$ cat src/logic/hlt_pkg.sv
// constants and types for the hardware limit timer
package hlt_pkg;

  // ----------------------------------------------------------------
  // widths
  // ----------------------------------------------------------------
  localparam int CNT_W  = 8;
  localparam int MODE_W = 5;
  localparam int PSEL_W = 3;
  localparam int POST_W = 4;
  localparam int PS_W   = 7;
  localparam int DLY_W  = 2;

  // ----------------------------------------------------------------
  // mode codes
  // ----------------------------------------------------------------
  localparam logic [MODE_W-1:0] MODE_SW_GATE   = 5'h00;
  localparam logic [MODE_W-1:0] MODE_GATE_HI   = 5'h01;
  localparam logic [MODE_W-1:0] MODE_GATE_LO   = 5'h02;
  localparam logic [MODE_W-1:0] MODE_EDGE_ANY  = 5'h03;
  localparam logic [MODE_W-1:0] MODE_EDGE_RISE = 5'h04;
  localparam logic [MODE_W-1:0] MODE_EDGE_FALL = 5'h05;
  localparam logic [MODE_W-1:0] MODE_LVL_LO    = 5'h06;
  localparam logic [MODE_W-1:0] MODE_LVL_HI    = 5'h07;
  localparam logic [MODE_W-1:0] MODE_OS_SW     = 5'h08;
  localparam logic [MODE_W-1:0] MODE_OS_RISE   = 5'h09;
  localparam logic [MODE_W-1:0] MODE_OS_FALL   = 5'h0a;
  localparam logic [MODE_W-1:0] MODE_OS_ANY    = 5'h0b;
  localparam logic [MODE_W-1:0] MODE_EHL_RISE  = 5'h0c;
  localparam logic [MODE_W-1:0] MODE_EHL_FALL  = 5'h0d;

  // ----------------------------------------------------------------
  // timing in timer clocks and reset values
  // ----------------------------------------------------------------
  localparam logic [DLY_W-1:0]  RESTART_TICKS = 2'h2;
  localparam logic [DLY_W-1:0]  LEVEL_TICKS   = 2'h2;
  localparam logic [DLY_W-1:0]  DLY_LAST      = 2'h1;
  localparam logic [DLY_W-1:0]  DLY_NONE      = 2'h0;
  localparam logic [CNT_W-1:0]  CNT_RST       = 8'h00;
  localparam logic [POST_W-1:0] POST_RST      = 4'h0;
  localparam logic [PS_W-1:0]   PS_RST        = 7'h00;
  localparam logic [CNT_W-1:0]  CNT_ONE       = 8'h01;
  localparam logic [POST_W-1:0] POST_ONE      = 4'h1;
  localparam logic [PS_W-1:0]   PS_ONE        = 7'h01;
  localparam logic [DLY_W-1:0]  DLY_ONE       = 2'h1;

  // ----------------------------------------------------------------
  // mode classes
  // ----------------------------------------------------------------
  typedef enum logic [2:0] {
    HLT_SWGATE,
    HLT_GATE,
    HLT_EDGE_RST,
    HLT_LVL_RST,
    HLT_OS_SW,
    HLT_OS_EDGE,
    HLT_OS_EHL,
    HLT_NONE
  } hlt_class_t;

endpackage

$ cat src/logic/hlt_ers_if.sv
// external reset signal carrier between synchroniser and timer core
`timescale 1ns/1ps
interface hlt_ers_if;
  logic level;
  logic rise;
  logic fall;
  logic take;

  modport sync (output level, output rise, output fall, input take);
  modport core (input level, input rise, input fall, output take);
endinterface

$ cat src/logic/hlt_timer.sv
// hardware limit timer core: prescaler, counter, modes, postscaler, pwm drive
`timescale 1ns/1ps
// Notes on behaviour
// - interrupt fires when postscaler reaches the selected ratio, 1:1 up to 1:16
// - interrupt output is gated by timer_irq_enable
// - software gate: count while run_enable set, hold while clear
// - at count equal to period, next timer clock returns to zero
// - hardware gate: 00001 stops while signal high, 00010 while low
// - gated-off time lengthens pwm period, and duty when drive high
// - edge reset modes 00011 any, 00100 rising, 00101 falling clear the count
// - early edge reset restarts pwm pulse after two timer clocks
// - level reset: 00110 resets while low, 00111 while high
// - level reset modes ignore the external signal while run_enable clear
// - level reset clears count two clocks after reset level holds
// - counting and pwm restart two clocks after reset level released
// - pwm drive falls only at compare match or in an unlisted mode; held at its level through level reset
// - 01000 one-shot: period match resets count and clears run_enable
// - software one-shot drive starts with run_enable, ends at compare match
// - edge one-shot 01001 rise, 01010 fall, 01011 any; match clears run
// - edge one-shot needs a fresh edge after run_enable is set again
// - edge one-shot: starting edge raises drive, no raise at period match
// - 01100/01101: first edge starts, later edges reset, resume after two
// - edges ignored until run_enable set; period match clears run_enable
// - starting edge and every reset edge raise the pwm drive
// - postscaler advances per period match, pulses one timer clock
module hlt_timer (
  // clock and reset
  input  wire logic                           ref_clk,
  input  wire logic                           rst,
  // software control
  input  wire logic                           run_enable_wr,
  input  wire logic                           run_enable_wdata,
  input  wire logic [hlt_pkg::MODE_W-1:0]     mode_select,
  input  wire logic [hlt_pkg::PSEL_W-1:0]     prescale_select,
  input  wire logic [hlt_pkg::POST_W-1:0]     postscale_select,
  input  wire logic [hlt_pkg::CNT_W-1:0]      period_value,
  input  wire logic [hlt_pkg::CNT_W-1:0]      pulse_width_compare,
  input  wire logic                           timer_irq_enable,
  // external reset pin
  input  wire logic                           ext_reset_signal,
  // status
  output logic                                run_enable,
  output logic [hlt_pkg::CNT_W-1:0]           count_value,
  // time base outputs
  output logic                                timer_tick,
  output logic                                postscaled_out,
  output logic                                timer_irq,
  output logic                                pwm_drive
);

  hlt_ers_if ers_bus ();

  logic [hlt_pkg::PS_W-1:0]   ps_q, ps_d, ps_lim;
  logic [hlt_pkg::CNT_W-1:0]  count_q, count_d;
  logic [hlt_pkg::POST_W-1:0] post_q, post_d;
  logic [hlt_pkg::DLY_W-1:0]  dly_q, dly_d, lvl_q, lvl_d;
  logic                       on_q, on_d, armed_q, armed_d, pwm_q, pwm_d;
  logic                       posts_q, posts_d, start_q, start_d;
  logic                       tick, want, go, match, edge_hit, rst_lvl;
  logic                       use_rise, use_fall, stop_high, lvl_high;
  hlt_pkg::hlt_class_t        cls;

  // ----------------------------------------------------------------
  // external signal synchroniser
  // ----------------------------------------------------------------
  hlt_ers_sync u_sync (
    .ref_clk (ref_clk),
    .rst     (rst),
    .pin_in  (ext_reset_signal),
    .ers     (ers_bus.sync)
  );

  assign ers_bus.take = tick;

  // ----------------------------------------------------------------
  // prescaler, one-cycle timer clock enable
  // ----------------------------------------------------------------
  always_comb begin
    ps_lim = hlt_pkg::PS_W'((8'h01 << prescale_select) - 8'h01);
    tick   = (ps_q >= ps_lim);
    ps_d   = tick ? hlt_pkg::PS_RST : ps_q + hlt_pkg::PS_ONE;
  end

  always_ff @(posedge ref_clk or posedge rst) begin
    if (rst) begin
      ps_q <= hlt_pkg::PS_RST;
    end else begin
      ps_q <= ps_d;
    end
  end

  // ----------------------------------------------------------------
  // mode decode
  // ----------------------------------------------------------------
  always_comb begin
    cls       = hlt_pkg::HLT_NONE;
    use_rise  = 1'b0;
    use_fall  = 1'b0;
    stop_high = 1'b0;
    lvl_high  = 1'b0;
    case (mode_select)
      hlt_pkg::MODE_SW_GATE: cls = hlt_pkg::HLT_SWGATE;
      hlt_pkg::MODE_GATE_HI: begin
        cls       = hlt_pkg::HLT_GATE;
        stop_high = 1'b1;
      end
      hlt_pkg::MODE_GATE_LO: cls = hlt_pkg::HLT_GATE;
      hlt_pkg::MODE_EDGE_ANY: begin
        cls      = hlt_pkg::HLT_EDGE_RST;
        use_rise = 1'b1;
        use_fall = 1'b1;
      end
      hlt_pkg::MODE_EDGE_RISE: begin
        cls      = hlt_pkg::HLT_EDGE_RST;
        use_rise = 1'b1;
      end
      hlt_pkg::MODE_EDGE_FALL: begin
        cls      = hlt_pkg::HLT_EDGE_RST;
        use_fall = 1'b1;
      end
      hlt_pkg::MODE_LVL_LO: cls = hlt_pkg::HLT_LVL_RST;
      hlt_pkg::MODE_LVL_HI: begin
        cls      = hlt_pkg::HLT_LVL_RST;
        lvl_high = 1'b1;
      end
      hlt_pkg::MODE_OS_SW: cls = hlt_pkg::HLT_OS_SW;
      hlt_pkg::MODE_OS_RISE: begin
        cls      = hlt_pkg::HLT_OS_EDGE;
        use_rise = 1'b1;
      end
      hlt_pkg::MODE_OS_FALL: begin
        cls      = hlt_pkg::HLT_OS_EDGE;
        use_fall = 1'b1;
      end
      hlt_pkg::MODE_OS_ANY: begin
        cls      = hlt_pkg::HLT_OS_EDGE;
        use_rise = 1'b1;
        use_fall = 1'b1;
      end
      hlt_pkg::MODE_EHL_RISE: begin
        cls      = hlt_pkg::HLT_OS_EHL;
        use_rise = 1'b1;
      end
      hlt_pkg::MODE_EHL_FALL: begin
        cls      = hlt_pkg::HLT_OS_EHL;
        use_fall = 1'b1;
      end
      default: cls = hlt_pkg::HLT_NONE;
    endcase
  end

  // ----------------------------------------------------------------
  // counter, run bit, pwm drive and postscaler next state
  // ----------------------------------------------------------------
  always_comb begin
    edge_hit = (use_rise && ers_bus.rise) || (use_fall && ers_bus.fall);
    rst_lvl  = (ers_bus.level == lvl_high);
    match    = (count_q == period_value);
    count_d  = count_q;
    on_d     = on_q;
    armed_d  = armed_q;
    dly_d    = dly_q;
    lvl_d    = lvl_q;
    pwm_d    = pwm_q;
    post_d   = post_q;
    posts_d  = posts_q;
    start_d  = start_q;
    want     = 1'b0;
    go       = 1'b0;
    if (tick) begin
      posts_d = 1'b0;
      start_d = 1'b0;
      if (dly_q != hlt_pkg::DLY_NONE) begin
        dly_d = dly_q - hlt_pkg::DLY_ONE;
        if (dly_q == hlt_pkg::DLY_LAST && cls != hlt_pkg::HLT_OS_EHL) begin
          pwm_d = 1'b1;
        end
      end
      case (cls)
        hlt_pkg::HLT_SWGATE: want = on_q;
        hlt_pkg::HLT_GATE: want = on_q && (ers_bus.level != stop_high);
        hlt_pkg::HLT_EDGE_RST: begin
          if (on_q && edge_hit) begin
            count_d = hlt_pkg::CNT_RST;
            dly_d   = hlt_pkg::RESTART_TICKS;
          end else begin
            want = on_q;
          end
        end
        hlt_pkg::HLT_LVL_RST: begin
          if (on_q) begin
            if (rst_lvl && lvl_q == hlt_pkg::LEVEL_TICKS) begin
              count_d = hlt_pkg::CNT_RST;
            end else if (rst_lvl) begin
              lvl_d = lvl_q + hlt_pkg::DLY_ONE;
              want  = 1'b1;
            end else if (lvl_q == hlt_pkg::LEVEL_TICKS) begin
              lvl_d = hlt_pkg::DLY_NONE;
              dly_d = hlt_pkg::RESTART_TICKS;
            end else begin
              lvl_d = hlt_pkg::DLY_NONE;
              want  = 1'b1;
            end
          end
        end
        hlt_pkg::HLT_OS_SW: begin
          want = on_q;
          if (start_q) begin
            pwm_d = 1'b1;
          end
        end
        hlt_pkg::HLT_OS_EDGE: begin
          if (!on_q) begin
            armed_d = 1'b0;
          end else if (!armed_q && edge_hit) begin
            armed_d = 1'b1;
            pwm_d   = 1'b1;
          end
          want = on_q && armed_q;
        end
        hlt_pkg::HLT_OS_EHL: begin
          if (!on_q) begin
            armed_d = 1'b0;
          end else if (edge_hit && !armed_q) begin
            armed_d = 1'b1;
            pwm_d   = 1'b1;
          end else if (edge_hit) begin
            count_d = hlt_pkg::CNT_RST;
            dly_d   = hlt_pkg::RESTART_TICKS;
            pwm_d   = 1'b1;
          end else begin
            want = armed_q;
          end
        end
        default: begin
          count_d = hlt_pkg::CNT_RST;
          pwm_d   = 1'b0;
        end
      endcase
      go = want && (dly_q == hlt_pkg::DLY_NONE);
      if (go) begin
        if (count_q == pulse_width_compare) begin
          pwm_d = 1'b0;
        end
        if (match) begin
          count_d = hlt_pkg::CNT_RST;
          if (cls == hlt_pkg::HLT_OS_SW || cls == hlt_pkg::HLT_OS_EDGE ||
              cls == hlt_pkg::HLT_OS_EHL) begin
            on_d    = 1'b0;
            armed_d = 1'b0;
          end else begin
            pwm_d = 1'b1;
          end
          if (post_q >= postscale_select) begin
            post_d  = hlt_pkg::POST_RST;
            posts_d = 1'b1;
          end else begin
            post_d = post_q + hlt_pkg::POST_ONE;
          end
        end else begin
          count_d = count_q + hlt_pkg::CNT_ONE;
        end
      end
    end
    if (run_enable_wr) begin
      on_d = run_enable_wdata;
      if (run_enable_wdata && !on_q) begin
        start_d = 1'b1;
      end
    end
  end

  always_ff @(posedge ref_clk or posedge rst) begin
    if (rst) begin
      count_q <= hlt_pkg::CNT_RST;
      on_q    <= 1'b0;
      armed_q <= 1'b0;
      dly_q   <= hlt_pkg::DLY_NONE;
      lvl_q   <= hlt_pkg::DLY_NONE;
      pwm_q   <= 1'b0;
      post_q  <= hlt_pkg::POST_RST;
      posts_q <= 1'b0;
      start_q <= 1'b0;
    end else begin
      count_q <= count_d;
      on_q    <= on_d;
      armed_q <= armed_d;
      dly_q   <= dly_d;
      lvl_q   <= lvl_d;
      pwm_q   <= pwm_d;
      post_q  <= post_d;
      posts_q <= posts_d;
      start_q <= start_d;
    end
  end

  assign run_enable     = on_q;
  assign count_value    = count_q;
  assign timer_tick     = tick;
  assign postscaled_out = posts_q;
  assign timer_irq      = posts_q && timer_irq_enable;
  assign pwm_drive      = pwm_q;
endmodule

$ cat src/logic/hlt_ers_sync.sv
// external reset pin synchroniser with held edge flags
`timescale 1ns/1ps
module hlt_ers_sync (
  // clock and reset
  input wire logic ref_clk,
  input wire logic rst,
  // pin
  input wire logic pin_in,
  // to core
  hlt_ers_if.sync  ers
);

  logic s1_q, s2_q, s3_q;
  logic ok1_q, ok2_q, ok3_q;
  logic rise_q, rise_d;
  logic fall_q, fall_d;

  // ----------------------------------------------------------------
  // edge flags, held until taken; a new edge wins over take
  // no flags until the chain holds real pin samples after reset
  // ----------------------------------------------------------------
  always_comb begin
    rise_d = (rise_q && !ers.take) || (ok3_q && s2_q && !s3_q);
    fall_d = (fall_q && !ers.take) || (ok3_q && !s2_q && s3_q);
  end

  always_ff @(posedge ref_clk or posedge rst) begin
    if (rst) begin
      s1_q   <= 1'b0;
      s2_q   <= 1'b0;
      s3_q   <= 1'b0;
      ok1_q  <= 1'b0;
      ok2_q  <= 1'b0;
      ok3_q  <= 1'b0;
      rise_q <= 1'b0;
      fall_q <= 1'b0;
    end else begin
      s1_q   <= pin_in;
      s2_q   <= s1_q;
      s3_q   <= s2_q;
      ok1_q  <= 1'b1;
      ok2_q  <= ok1_q;
      ok3_q  <= ok2_q;
      rise_q <= rise_d;
      fall_q <= fall_d;
    end
  end

  assign ers.level = s2_q;
  assign ers.rise  = rise_q;
  assign ers.fall  = fall_q;

endmodule

$ cat config.mk
export PLATFORM = sky130hd
export DESIGN_NAME = hlt_timer
export DESIGN_NICKNAME = d
export VERILOG_FILES = /design/src/logic/hlt_pkg.sv /design/src/logic/hlt_ers_if.sv /design/src/logic/hlt_timer.sv /design/src/logic/hlt_ers_sync.sv
export SDC_FILE = /design/constraint.sdc
export NUM_CORES = 1
export LEC_CHECK = 0
export ABC_AREA = 1
export BUFFER_PORTS_ARGS = -buffer_cell sky130_fd_sc_hd__buf_2
export CAP_MARGIN = 20
export CORE_ASPECT_RATIO = 0.9
export CORE_UTILIZATION = 45
export DETAILED_ROUTE_END_ITERATION = 10
export PLACE_DENSITY_LB_ADDON = 0.3
export SLEW_MARGIN = 5
export SYNTH_ARGS = -nofsm -noshare
export SYNTH_HDL_FRONTEND = slang
export SYNTH_SLANG_ARGS = --single-unit
$ cat constraint.sdc
create_clock -name ref_clk -period 2.4 [get_ports ref_clk]
set_input_delay 0.24 -clock ref_clk [delete_from_list [all_inputs] [get_ports ref_clk]]
set_output_delay 0.24 -clock ref_clk [all_outputs]
set_load 0.01 [all_outputs]
# Word level (Yosys, flattened, before mapping)

Cells that the tools add are included.

Bits in registers: 36
Logic and storage cells: 178

Equality and inequality tests: 33
Reductions and logical operators: 50
Shift-type cells: 1
Muxes and demuxes: 67
Add/sub/neg operators: 6
Order comparisons: 2
Bitwise logic cells: 1

Operators with widths:

| operator                                                               | number |
|---|---|
| 8-bit 2-to-1 mux                                                       | 8 |
| 1-bit 2-to-1 mux                                                       | 42 |
| 8-bit one-hot mux with 4 select lines                                  | 1 |
| 5-bit by 4-bit equality test with 1-bit output (second input constant) | 6 |
| 3-bit != test (second input constant)                                  | 7 |
| 3-bit one-hot mux with 7 select lines                                  | 1 |
| 5-bit by 3-bit equality test with 1-bit output (second input constant) | 4 |
| 2-bit 2-to-1 mux                                                       | 10 |
| 1-bit logical AND                                                      | 17 |
| 8-bit equality test                                                    | 2 |
| 5-bit by 2-bit equality test with 1-bit output (second input constant) | 2 |
| 2-bit nonzero test                                                     | 5 |
| 2-bit OR reduction                                                     | 5 |
| 5-bit OR reduction                                                     | 2 |
| 3-bit equality test (second input constant)                            | 3 |
| 8-bit by 1-bit adder with 8-bit output (second input constant)         | 1 |
| 4-bit AND reduction                                                    | 2 |
| 8-bit AND reduction                                                    | 1 |
| 4-bit OR reduction                                                     | 2 |
| 7-bit by 1-bit adder with 7-bit output (second input constant)         | 1 |
| 7-bit >= comparator                                                    | 1 |
| 7-bit 2-to-1 mux                                                       | 1 |
| 1-bit by 3-bit << shifter with 7-bit output (first input constant)     | 1 |
| 7-bit by 1-bit subtractor with 7-bit output (second input constant)    | 1 |
| 24 further kinds                                                       | 34 |

# Longest topological paths before layout

Gate-level depths: netlist (run 1).

Depth in word-level cells: 15
Gate-level depth with buffers: 17
Depth with buffers taken out: 17

# Hierarchy

From an unflattened synthesis (run 1), not the netlist that was laid out.

Cells, all modules: 379
Area, all modules: 2786.4 um^2

Modules (own cells, without submodules):

| module       | area an instance (um^2) | cells each | instances | seq. area each (um^2) |
|---|---|---|---|---|
| hlt_timer    | 2542.4                  | 360        | 1         | 700.7 |
| hlt_ers_sync | 244.0                   | 19         | 1         | 200.2 |

# Worst setup path before layout (run 1)

Ideal clock, no wire load.

Path kind: in2reg
From: input prescale_select[2] (netlist bit)
To: register lvl_q[0] (netlist bit)
Path buffers: 0
Stages: 13
Required time: 2.317 ns
Arrival: 2.311 ns
Setup time: 0.083 ns
Slack: 0.006 ns
Cells stage by stage: inv_1 > nand3_1 > ha_1 > nor3_1 > o22ai_1 > ha_1 > nand2_1 > o21a_1 > nand3_2 > inv_1 > nor3_1 > nand3_1 > o21ai_0

Word-level cells in the longest chain between the ends: 4

Ends and longest elaborated chain:

| what                                        | RTL line         | source |
|---|---|---|
| start: declaration                          | hlt_timer.sv:34  | `input wire logic [hlt_pkg::PSEL_W-1:0] prescale_select,` |
| 1-bit by 3-bit << shifter with 7-bit output | hlt_timer.sv:79  | `ps_lim = hlt_pkg::PS_W'((8'h01 << prescale_select) - 8'h01);` |
| 7-bit by 1-bit subtractor with 7-bit output | hlt_timer.sv:79  |  |
| 7-bit >= comparator                         | hlt_timer.sv:80  | `tick = (ps_q >= ps_lim);` |
| 4-bit AND reduction (no line)               | -                |  |
| end signal: assignment                      | hlt_timer.sv:279 | `lvl_q <= hlt_pkg::DLY_NONE;` |
| end signal: assignment                      | hlt_timer.sv:289 | `lvl_q <= lvl_d;` |
| end: declaration                            | hlt_timer.sv:56  | `logic [hlt_pkg::DLY_W-1:0] dly_q, dly_d, lvl_q, lvl_d;` |

Every way passes these cells.
A chain may end at the register's enable or synchronous reset.

# Worst setup path after layout (run 1)

From: input prescale_select[1] (netlist bit)
To: output timer_tick

Word-level cells in the longest chain between the ends: 3

Ends and longest elaborated chain:

| what                                        | RTL line        | source |
|---|---|---|
| 1-bit by 3-bit << shifter with 7-bit output | hlt_timer.sv:79 |  |
| 7-bit by 1-bit subtractor with 7-bit output | hlt_timer.sv:79 |  |
| 7-bit >= comparator                         | hlt_timer.sv:80 |  |
| end: declaration                            | hlt_timer.sv:45 | `output logic timer_tick,` |

Every way passes these cells.

==> results of run 1 <==
sequential cells by signal, summed over array words and instances, names as in the netlist, 2 cells and up:
register / flops
lvl_q: 2
post_q: 4
dly_q: 2
ps_q: 7
count_value: 8
kinds of logic (layout without fill, tap and decap cells):
kind of cell / after synthesis / after routing / share of synthesized area (%)
AO/OA/AOI/OAI: 44 / 44 / 10.0
XOR/XNOR: 27 / 27 / 8.63
adder cells (fa/ha/maj): 16 / 16 / 7.30
buffers and inverters: 59 / 122 / 8.17
flip-flops: 36 / 36 / 32.9
other: 1 / 1 / 0.137
AND/OR/NAND/NOR: 179 / 179 / 32.9
cell type report:
type / count / area (um^2)
fill: 534 / 2440
multi-input combinational: 267 / 1680
sequential: 36 / 901
timing repair buffer: 60 / 352
inverter: 54 / 205
clock buffer: 7 / 96.3
tap: 70 / 87.6
clock inverter: 1 / 30.0
power groups by stage:
stage / combinational (uW) / clock, uW / sequential (uW)
2_1_floorplan: 602 / 0 / 834
3_3_place_gp: 914 / 0 / 848
3_5_place_dp: 927 / 0 / 854
4_1_cts: 954 / 586 / 842
5_1_grt: 1080 / 617 / 860
6_report: 970 / 577 / 844
worst register-to-register path, cell delays in order, from the launching register on:
cell,delay (ns)
dfrtp_1,0.41
ha_1,0.33
nand2_1,0.05
o21ai_0,0.15
nand4_1,0.12
nand3_2,0.10
buf_6,0.14
nand4_2,0.23
nand3_1,0.18
o21ai_2,0.06
repair_timing:
action	in CTS	in global routing
buffers inserted	0	0
endpoints found under the setup margin	1	2
hold endpoints to repair	0	0
pin swaps	3	3
gates resized for setup	9	5
how the worst max path moves through the flow:
stage	cells after the start	end	slack (ns)	startpoint
finish	14	timer_tick	0.08	prescale_select[1]
global placement	14	count_value[3]	-0.01	prescale_select[1]
CTS	13	timer_tick	0.005	prescale_select[1]
floorplan	13	lvl_q[0]	0.006	prescale_select[2]
global route	14	timer_tick	-0.008	prescale_select[1]
detailed placement	14	count_value[2]	-0.16	prescale_select[1]
cell usage after synthesis, types with 2 or more instances:
cell      instances
a21oi_1           9
a31oi_1           2
clkbuf_1          5
dfrtp_1          36
ha_1             16
inv_1            44
inv_2             8
nand2_1          70
nand2_2           6
nand2_4           3
nand3_1          37
nand3_2           4
nand4_1           8
nor2_1           30
nor2_4            4
nor3_1            7
o211ai_1          3
o21a_1            2
o21ai_0          12
o21ai_1           4
o21ai_2           6
o22ai_1           3
or2_2             2
xnor2_1          11
xor2_1           16
stage by stage:
stage / worst slack, ns / util (%) / cells
3_3_place_gp: -0.0129 / 54.5 / 487
4_1_cts: 0.00526 / 57.3 / 495
2_1_floorplan: 0.00628 / - / 362
6_report: 0.0848 / 57.9 / 495
3_5_place_dp: -0.155 / 54.5 / 487
5_1_grt: -0.00826 / 57.9 / 495
cell usage in the layout, fill, tap and decap left out, types with 7 or more instances in the layout:
cell type and count:
nor2_1 29, nand4_1 8, a21oi_1 8, clkbuf_8 7, o21ai_0 11, dfrtp_1 36, inv_1 44, buf_2 46
nand2_2 7, xor2_1 16, buf_4 12, o21ai_2 7, ha_1 14, xnor2_1 11, nand3_1 36, nand2_1 69
inv_2 8
layer usage:
layer | routed length [um] | global-route usage [%] | share of wire, % | vias to the layer above
met2 | 2980 | 33.2 | 48 | 69
met5 | 0 | 0 | 0 | -
met1 | 2840 | 26.6 | 46 | 1201
met3 | 298 | 4.12 | 4.8 | 7
met4 | 68 | 6.03 | 1.1 | 0
li1 | - | - | - | 1308
==> results.toml, run 1 <==
[critical_path]
arrival_ns = 2.08
r2r_start = "ps_q[2]"
r2r_cells = 9
r2r_setup_slack_ns = 0.52
crit_path_end_kind = "output port"
cp-start-kind = "input pin"
rr_endpoint = "count_value[2]"
path_cells = "buf_2 -> inv_1 -> nand3_2 -> ha_4 -> o21ai_2 -> a21oi_1 -> o22ai_2 -> ha_4 -> a21oi_1 -> o21a_1 -> nand3_2 -> buf_6 -> buf_12 -> buf_2"
critPathMaxFanout = 10
critical_path.slowest_cell = "ha_4"
critPathKind = "input pin to output port"
cp_top_family = "buffers and inverters"
required_ns = 2.16
cpPeakStageDelay_ns = 0.23
critPathBufInv = 5

[placement]
post-dp-hpwl_um = 4760
place_area_um2 = 3160
portBuffers = 46
gp_congestion = 0.915

[sta]
final.setup.tns_ns = 0
finClkSkew_ns = 0.00940
finalSetupViolCount = 0
whs_ns = 0.0456
layout_worst_path_cycle_share_pct = 96.5
period_needed_ns = 2.32
finalHoldViolations = 0
drv_slew = 0
timing.fmax_ghz = 0.432

[worst_hold_path]
hold_class = "input pin to async pin"

[power_and_ir_drop]
pwr-share-comb_pct = 40.6
seq_power_share_pct = 35.3
p_leak_uw = 0.00183
intPower_uw = 1520
powerDensity_nw_per_um2 = 713
swShare_pct = 36.4
vdd_ir_drop_max_uv = 414
p_switching_uw = 870
clockPowerShare_pct = 24.1
total_power_uw = 2390

[logic_synthesis]
synth_cells = 362
synth.distinct_cells = 39
synth_edf_count = 0
synth.area.top_cells = "dfrtp_1, nand2_1, ha_1"
async_reset_ff_share_pct = 100
synth_top_area_share_pct = 32.9
yosysSeqAreaShare_pct = 32.9
yosysTopAreaCell = "dfrtp_1"
synth_ff_type = "dfrtp_1"
ys_ff_latch = 36
yosysWarningCount = 0
syn_avg_cell_area_um2 = 7.57
synthesis.nets = 412
synth_area_um2 = 2740

[cts]
cts.root.buffer_cell = "clkbuf_8"
clk_latency_ns = 0.29
hold_buffers = 0
clk_path_buf_depth = 2
cts_buffers = 5
cts_sinks = 36
cts_tree = "yes"
h-tree-depth = 2
clk_transition_reported_paths_ns = 0.07

[finish]
final_area_um2 = 3350
drive_gt1_share_pct = 27.5
nets = 474
syn2layout_area_growth_pct = 22.3
diodes = 0

[global_route]
grt_pass1_wl_um = 10500
grtUsageTotal_pct = 20.1
grt-ovfl-total = 0
antenna_found_initial = 0
grt_max_degree = 37
grt_pass1_vias = 2401

[outcome]
status = "finished clean"

[floorplanning]
initial_core_util_pct = 47.3
pin_count = 47
dieHeight_um = 76.0
core-area_um2 = 5790
rows = 26
die_x_um = 84.3
design.die.area_um2 = 6410

[drt]
num_vias = 2585
via_per_inst = 5.22
ant_nets = 0
drt-wirelength-per-cell_um = 12.5
drt_wl_total_um = 6180
detail_route.first_pass.iterations = 5
drc = 0
drt-initial-drc-count = 198

[job]
maxCapViolCount = 0
Note: power is estimated with default switching activity, not from simulation.
==> run 2, diff against run 1 <==
--- a/config.mk
+++ b/config.mk
@@ -5,11 +5,11 @@
 export SDC_FILE = /design/constraint.sdc
 export NUM_CORES = 1
 export LEC_CHECK = 0
-export ABC_AREA = 1
+export ABC_AREA = 0
 export BUFFER_PORTS_ARGS = -buffer_cell sky130_fd_sc_hd__buf_2
 export CAP_MARGIN = 20
 export CORE_ASPECT_RATIO = 0.9
-export CORE_UTILIZATION = 45
+export CORE_UTILIZATION = 39
 export DETAILED_ROUTE_END_ITERATION = 10
 export PLACE_DENSITY_LB_ADDON = 0.3
 export SLEW_MARGIN = 5
==> run 2 against run 1 <==
The flow now finishes with violations (setup timing). Clock skew down 0.0016 ns. Count of clock-buffer cells in the layout decreased by 2. Sequential power up 2%.
==> results.toml, run 2 <==
[power_and_ir_drop]
p_switching_uw = 820
vdd_ir_drop_max_uv = 313
swShare_pct = 34.6
p_leak_uw = 0.00152
pwr-share-comb_pct = 41.6
clockPowerShare_pct = 21.9
intPower_uw = 1550
powerDensity_nw_per_um2 = 727
seq_power_share_pct = 36.5

[outcome]
violations = "setup timing"
status = "finished, violations left"

[critical_path]
crit_path_end_kind = "output port"
cpPeakStageDelay_ns = 0.39
arrival_ns = 2.58
timing.critical_path.mode_cell = "buf_6"
cp-start-kind = "input pin"
required_ns = 2.16
path_cells = "buf_6 -> or3_4 -> ha_4 -> xor2_1 -> nor2_1 -> a21oi_1 -> ha_1 -> and2_4 -> a221o_1 -> a41oi_2 -> inv_2 -> buf_6 -> buf_6 -> buf_6"
critical_path.slowest_cell = "or3_4"
critPathMaxFanout = 5
critPathKind = "input pin to output port"

[logic_synthesis]
yosys-top-cells-count = "dfrtp_1, nand2_1, nor2_1"
synth_area_um2 = 2510
async_reset_ff_share_pct = 100
synth_most_common_cell = "dfrtp_1"
synth-simple-area-share_pct = 21.5
synth_ff_type = "dfrtp_1"
yosysTopAreaCell = "dfrtp_1"
yosysWarningCount = 0
yosysSeqAreaShare_pct = 35.9
synth_top_family_by_area = "simple AND/OR/NAND/NOR gates"
synth_fa_ha_area_share_pct = 7.97
synth.distinct_cells = 53
synth_edf_count = 0
synth.area.top_cells = "dfrtp_1, ha_1, xnor2_1"
synth-xor-area-share_pct = 9.41
synth_cells = 286
synthesis.nets = 336
muxShareOfSynthArea_pct = 1.25
synth_compound_area_share_pct = 19.0
syn_avg_cell_area_um2 = 8.78
synth_top_area_share_pct = 35.9
ys_ff_latch = 36

[sta]
setup_ws_ns = -0.416
timing.fmax_ghz = 0.355
finalSetupViolCount = 23
rsz0062_at_grt = "true"
maxSlewHeadroom_pct = 56.3
finalHoldViolations = 0
layout_worst_path_cycle_share_pct = 117
drv_slew = 0
final.setup.tns_ns = -4.68
finClkSkew_ns = 0.00776
whs_ns = 0.0393
period_needed_ns = 2.82
tightest_slew_ns = 0.650

[floorplanning]
initial_core_util_pct = 40.6
design.die.area_um2 = 6770
rows = 27
pin_count = 47
die_x_um = 86.6
core-area_um2 = 6180
dieHeight_um = 78.1

[global_route]
grtUsageTotal_pct = 17.8
antenna_found_initial = 0
grt_pass1_wl_um = 9560
grt-ovfl-total = 0
grt_max_degree = 37
grt_pass1_vias = 2102

[cts]
cts_tree = "yes"
h-tree-depth = 2
clk_latency_ns = 0.28
cts_buffers = 5
clk_path_buf_depth = 2
cts.root.buffer_cell = "clkbuf_8"
hold_buffers = 0
cts_sinks = 36
clk_transition_reported_paths_ns = 0.07

[finish]
multi_input_area_um2 = 1610
nets = 402
final_cell_mix = "buf_2, dfrtp_1, nand2_1"
final_common_cell = "buf_2"
fillers = 569
syn2layout_area_growth_pct = 29.6
largest_reg_flops = 8
regArea_um2 = 901
drive_gt1_share_pct = 32.3
diodes = 0

[placement]
post-dp-hpwl_um = 4200
gp_congestion = 0.838
portBuffers = 46
place_ws_ns = -0.593

[drt]
drt_wl_total_um = 5610
drc = 0
via_per_inst = 5.24
drt-initial-drc-count = 125
ant_nets = 0
detail_route.first_pass.iterations = 4
drt-wirelength-per-cell_um = 12.8
num_vias = 2305

[worst_hold_path]
hold_class = "input pin to async pin"

[job]
maxCapViolCount = 0
run 2: stage by stage:
stage	area [um^2]	total power [uW]	utilization, %	cells
after global routing	3260	2530	52.7	440
after CTS	3200	2330	51.7	437
after floorplan	2560	1380	-	286
after detailed placement	2950	1670	47.7	423
after global placement	2950	1640	47.7	423
final	3260	2370	52.7	440
run 2: path summary, 6_finish.rpt:
kind / slack, ns / startpoint / cells past startpoint / end
setup reg to reg: 0.10 / ps_q[4] / 10 / dly_q[0]
max in group asynchronous: 2.04 / rst / 3 / lvl_q[1]
hold / removal: 0.04 / rst / 3 / post_q[1]
setup / recovery: -0.42 / prescale_select[0] / 14 / timer_tick
min in group ref_clk: 0.06 / ext_reset_signal / 1 / u_sync.s1_q
hold reg to reg: 0.35 / u_sync.s1_q / 0 / u_sync.ers.level
run 2: logic make-up (layout without fill, tap and decap cells):
family                   count (synthesis)  after routing
AO/OA/AOI/OAI                           69             69
XOR/XNOR                                27             27
adder cells (fa/ha/maj)                 16             16
buffers and inverters                   28             95
flip-flops                              36             36
multiplexers                             3              3
other                                    1              1
AND/OR/NAND/NOR                        106            106
run 2: what timing repair did:
item | CTS | global route
pin swaps | 12 | 6
endpoints found under the setup margin | 23 | 31
setup buffers | 6 | 4
gates resized for setup | 24 | 12
run 2: power groups by stage:
stage / clock network [uW] / registers, uW / logic (uW)
after floorplan: 0 / 844 / 537
after global placement: 0 / 868 / 774
after detailed placement: 0 / 871 / 798
after CTS: 535 / 861 / 932
after global routing: 565 / 882 / 1080
final: 519 / 863 / 985
run 2: worst max-delay path, delay by kind of cell:
family                   cells  cell delay (ns)
AO/OA/AOI/OAI                3             0.57
XOR/XNOR                     1             0.14
adder cells (fa/ha/maj)      2             0.49
buffers and inverters        5             0.49
AND/OR/NAND/NOR              3             0.63
run 2: routing by layer:
metal	vias up	routed length (um)	track usage, %
li1	1149	-	-
met3	6	257	3.47
met4	0	65	5.00
met5	-	0	0
met1	1086	2610	25.2
met2	64	2690	27.7
run 2: layout make-up:
| class | count | area share (%) |
|---|---|---|
| multi-input cells | 222 | 49.5 |
| flip-flops and latches | 36 | 27.7 |
| repair buffers | 73 | 14.5 |
| well taps | 87 | 3.34 |
| clock buffers | 5 | 2.11 |
| inverters | 14 | 1.61 |
| clock inverters | 3 | 1.31 |
==> run 3, diff against run 2 <==
--- a/config.mk
+++ b/config.mk
@@ -11,8 +11,10 @@
 export CORE_ASPECT_RATIO = 0.9
 export CORE_UTILIZATION = 39
 export DETAILED_ROUTE_END_ITERATION = 10
+export GPL_TIMING_DRIVEN = 0
 export PLACE_DENSITY_LB_ADDON = 0.3
 export SLEW_MARGIN = 5
 export SYNTH_ARGS = -nofsm -noshare
 export SYNTH_HDL_FRONTEND = slang
 export SYNTH_SLANG_ARGS = --single-unit
+export TNS_END_PERCENT = 5
==> run 3 against run 2 <==
The flow still finishes with violations (setup timing). First-iteration DRC count shrank 64%. Highest routed layer unchanged. Count of clock-buffer cells in the layout grew 2. Sequential power is essentially flat.
==> results.toml, run 3 (same netlist as run 2, synthesis figures left out) <==
[outcome]
status = "finished, violations left"
violations = "setup timing"

[cts]
clk_latency_ns = 0.29
cts_sinks = 36
cts_tree = "yes"
clk_transition_reported_paths_ns = 0.07
h-tree-depth = 2
cts.root.buffer_cell = "clkbuf_8"
cts_buffers = 5
clk_path_buf_depth = 2

[critical_path]
critPathMaxFanout = 5
critPathKind = "input pin to output port"
r2r_cells = 8
rr_endpoint = "count_value[5]"
cpPeakStageDelay_ns = 0.39
cp-start-kind = "input pin"
crit_path_end_kind = "output port"
r2r_start = "ps_q[5]"
required_ns = 2.16
arrival_ns = 2.61
crit_path_start = "prescale_select[1]"
r2r_setup_slack_ns = 0.12
critical_path.slowest_cell = "or3_4"
path_cells = "buf_8 -> or3_4 -> ha_4 -> nor3_4 -> a21oi_2 -> o21a_1 -> ha_4 -> a21o_1 -> a221o_1 -> a41oi_4 -> inv_2 -> buf_6 -> buf_6"
crit_end = "timer_tick"

[global_route]
gr-usage-met3_pct = 3.68
grt.busiest_layer = "met2"
grt-ovfl-total = 0
grt_max_degree = 37
grtUsageTotal_pct = 19.3
grt_use_met2_pct = 33.2
grt_pass1_wl_um = 10200
grt_pass1_vias = 2189
grtUsageMet1_pct = 24.5
antenna_found_initial = 0

[drt]
drt_wl_total_um = 5920
drt-initial-drc-count = 45
num_vias = 2266
via_per_inst = 5.22
drt-wirelength-per-cell_um = 13.6
ant_nets = 0
detail_route.first_pass.iterations = 4
drc = 0

[finish]
fillers = 601
regArea_um2 = 901
nets = 397
drive_gt1_share_pct = 28.2
final_cell_mix = "buf_2, dfrtp_1, nand2_1"
syn2layout_area_growth_pct = 26.1
diodes = 0
final_common_cell = "buf_2"
largest_reg_flops = 8
multi_input_area_um2 = 1600

[sta]
tightest_slew_ns = 0.748
whs_ns = 0.0531
maxSlewHeadroom_pct = 50.1
drv_slew = 0
finalHoldViolations = 0
finClkSkew_ns = 0.00489
finalSetupViolCount = 31
timing.fmax_ghz = 0.351
rsz0062_at_grt = "true"
layout_worst_path_cycle_share_pct = 119
period_needed_ns = 2.85
setup_ws_ns = -0.451

[power_and_ir_drop]
vdd_ir_drop_max_uv = 333
powerDensity_nw_per_um2 = 710
p_leak_uw = 0.00146
total_power_uw = 2250

[worst_hold_path]
hold_class = "input pin to flip-flop"

[floorplanning]
die_x_um = 86.6
pin_count = 47
initial_core_util_pct = 40.6
rows = 27
core-area_um2 = 6180
design.die.area_um2 = 6770
dieHeight_um = 78.1

[job]
maxCapViolCount = 0

[placement]
portBuffers = 44
post-dp-hpwl_um = 4300
gp_congestion = 0.876
## run 3: changes by cell type in the layout (fill, tap and decap cells not counted), moves of 2 or more
cell and delta:
buf_6 -4, clkbuf_8 +2, nand2b_4 -2, o21ai_1 +3, nand2b_1 +2, o21ai_2 -2
clkbuf_1 +5, buf_4 -6
## run 3: layer usage
layer	up-vias	wire, um
li1	1128	-
met1	1088	2730
met2	46	2920
met3	4	201
met4	0	64
met5	-	0
## run 3: critical path, delay by kind of cell
kind | cells | cell delay, ns
compound gates | 5 | 0.97
simple gates | 2 | 0.55
fa+ha+maj | 2 | 0.42
buf+inv | 4 | 0.41
## run 3: final cells by class
type	instances	share of cell area (%)
plain buffers	13	2.49
clock buffers	7	3.04
inverters	14	1.66
multi-input cells	222	50.5
flip-flops and latches	36	28.4
well taps	87	3.43
repair buffers	55	10.5
## run 3: power breakdown
part / switching, uW / total, uW / leakage [uW] / internal, uW
Sequential: 136 / 866 / 0.000462 / 729
Clock: 209 / 465 / 0.0000503 / 256
Combinational: 468 / 920 / 0.000944 / 452
## run 3: worst min-delay path by stage
stage	start	end	slack, ns	cells past startpoint
finish	ext_reset_signal	u_sync.s1_q	0.05	1
detailed placement	u_sync.ok2_q	u_sync.ok3_q	0.34	0
global route	ext_reset_signal	u_sync.s1_q	0.04	1
floorplan	ext_reset_signal	u_sync.s1_q	0.27	0
global placement	u_sync.ok2_q	u_sync.ok3_q	0.34	0
CTS	ext_reset_signal	u_sync.s1_q	0.05	1
## run 3: through the flow
stage | utilization, % | setup TNS [ns] | setup WS [ns] | cells | instance area, um^2
floorplan | - | -11.14 | -0.601 | 286 | 2550
global placement | 46.6 | -23.78 | -0.988 | 417 | 2880
detailed placement | 46.6 | -25.75 | -1.03 | 417 | 2880
CTS | 50.4 | -9.79 | -0.506 | 433 | 3120
global route | 51.3 | -10.45 | -0.543 | 434 | 3170
finish | 51.3 | -7.27 | -0.451 | 434 | 3170
## run 3: repair_timing
action / in CTS / in global routing
setup buffers: 10 / 1
setup endpoints to repair: 31 / 31
gates resized for setup: 21 / 15
hold buffers: 0 / 0
pin swaps: 10 / 8
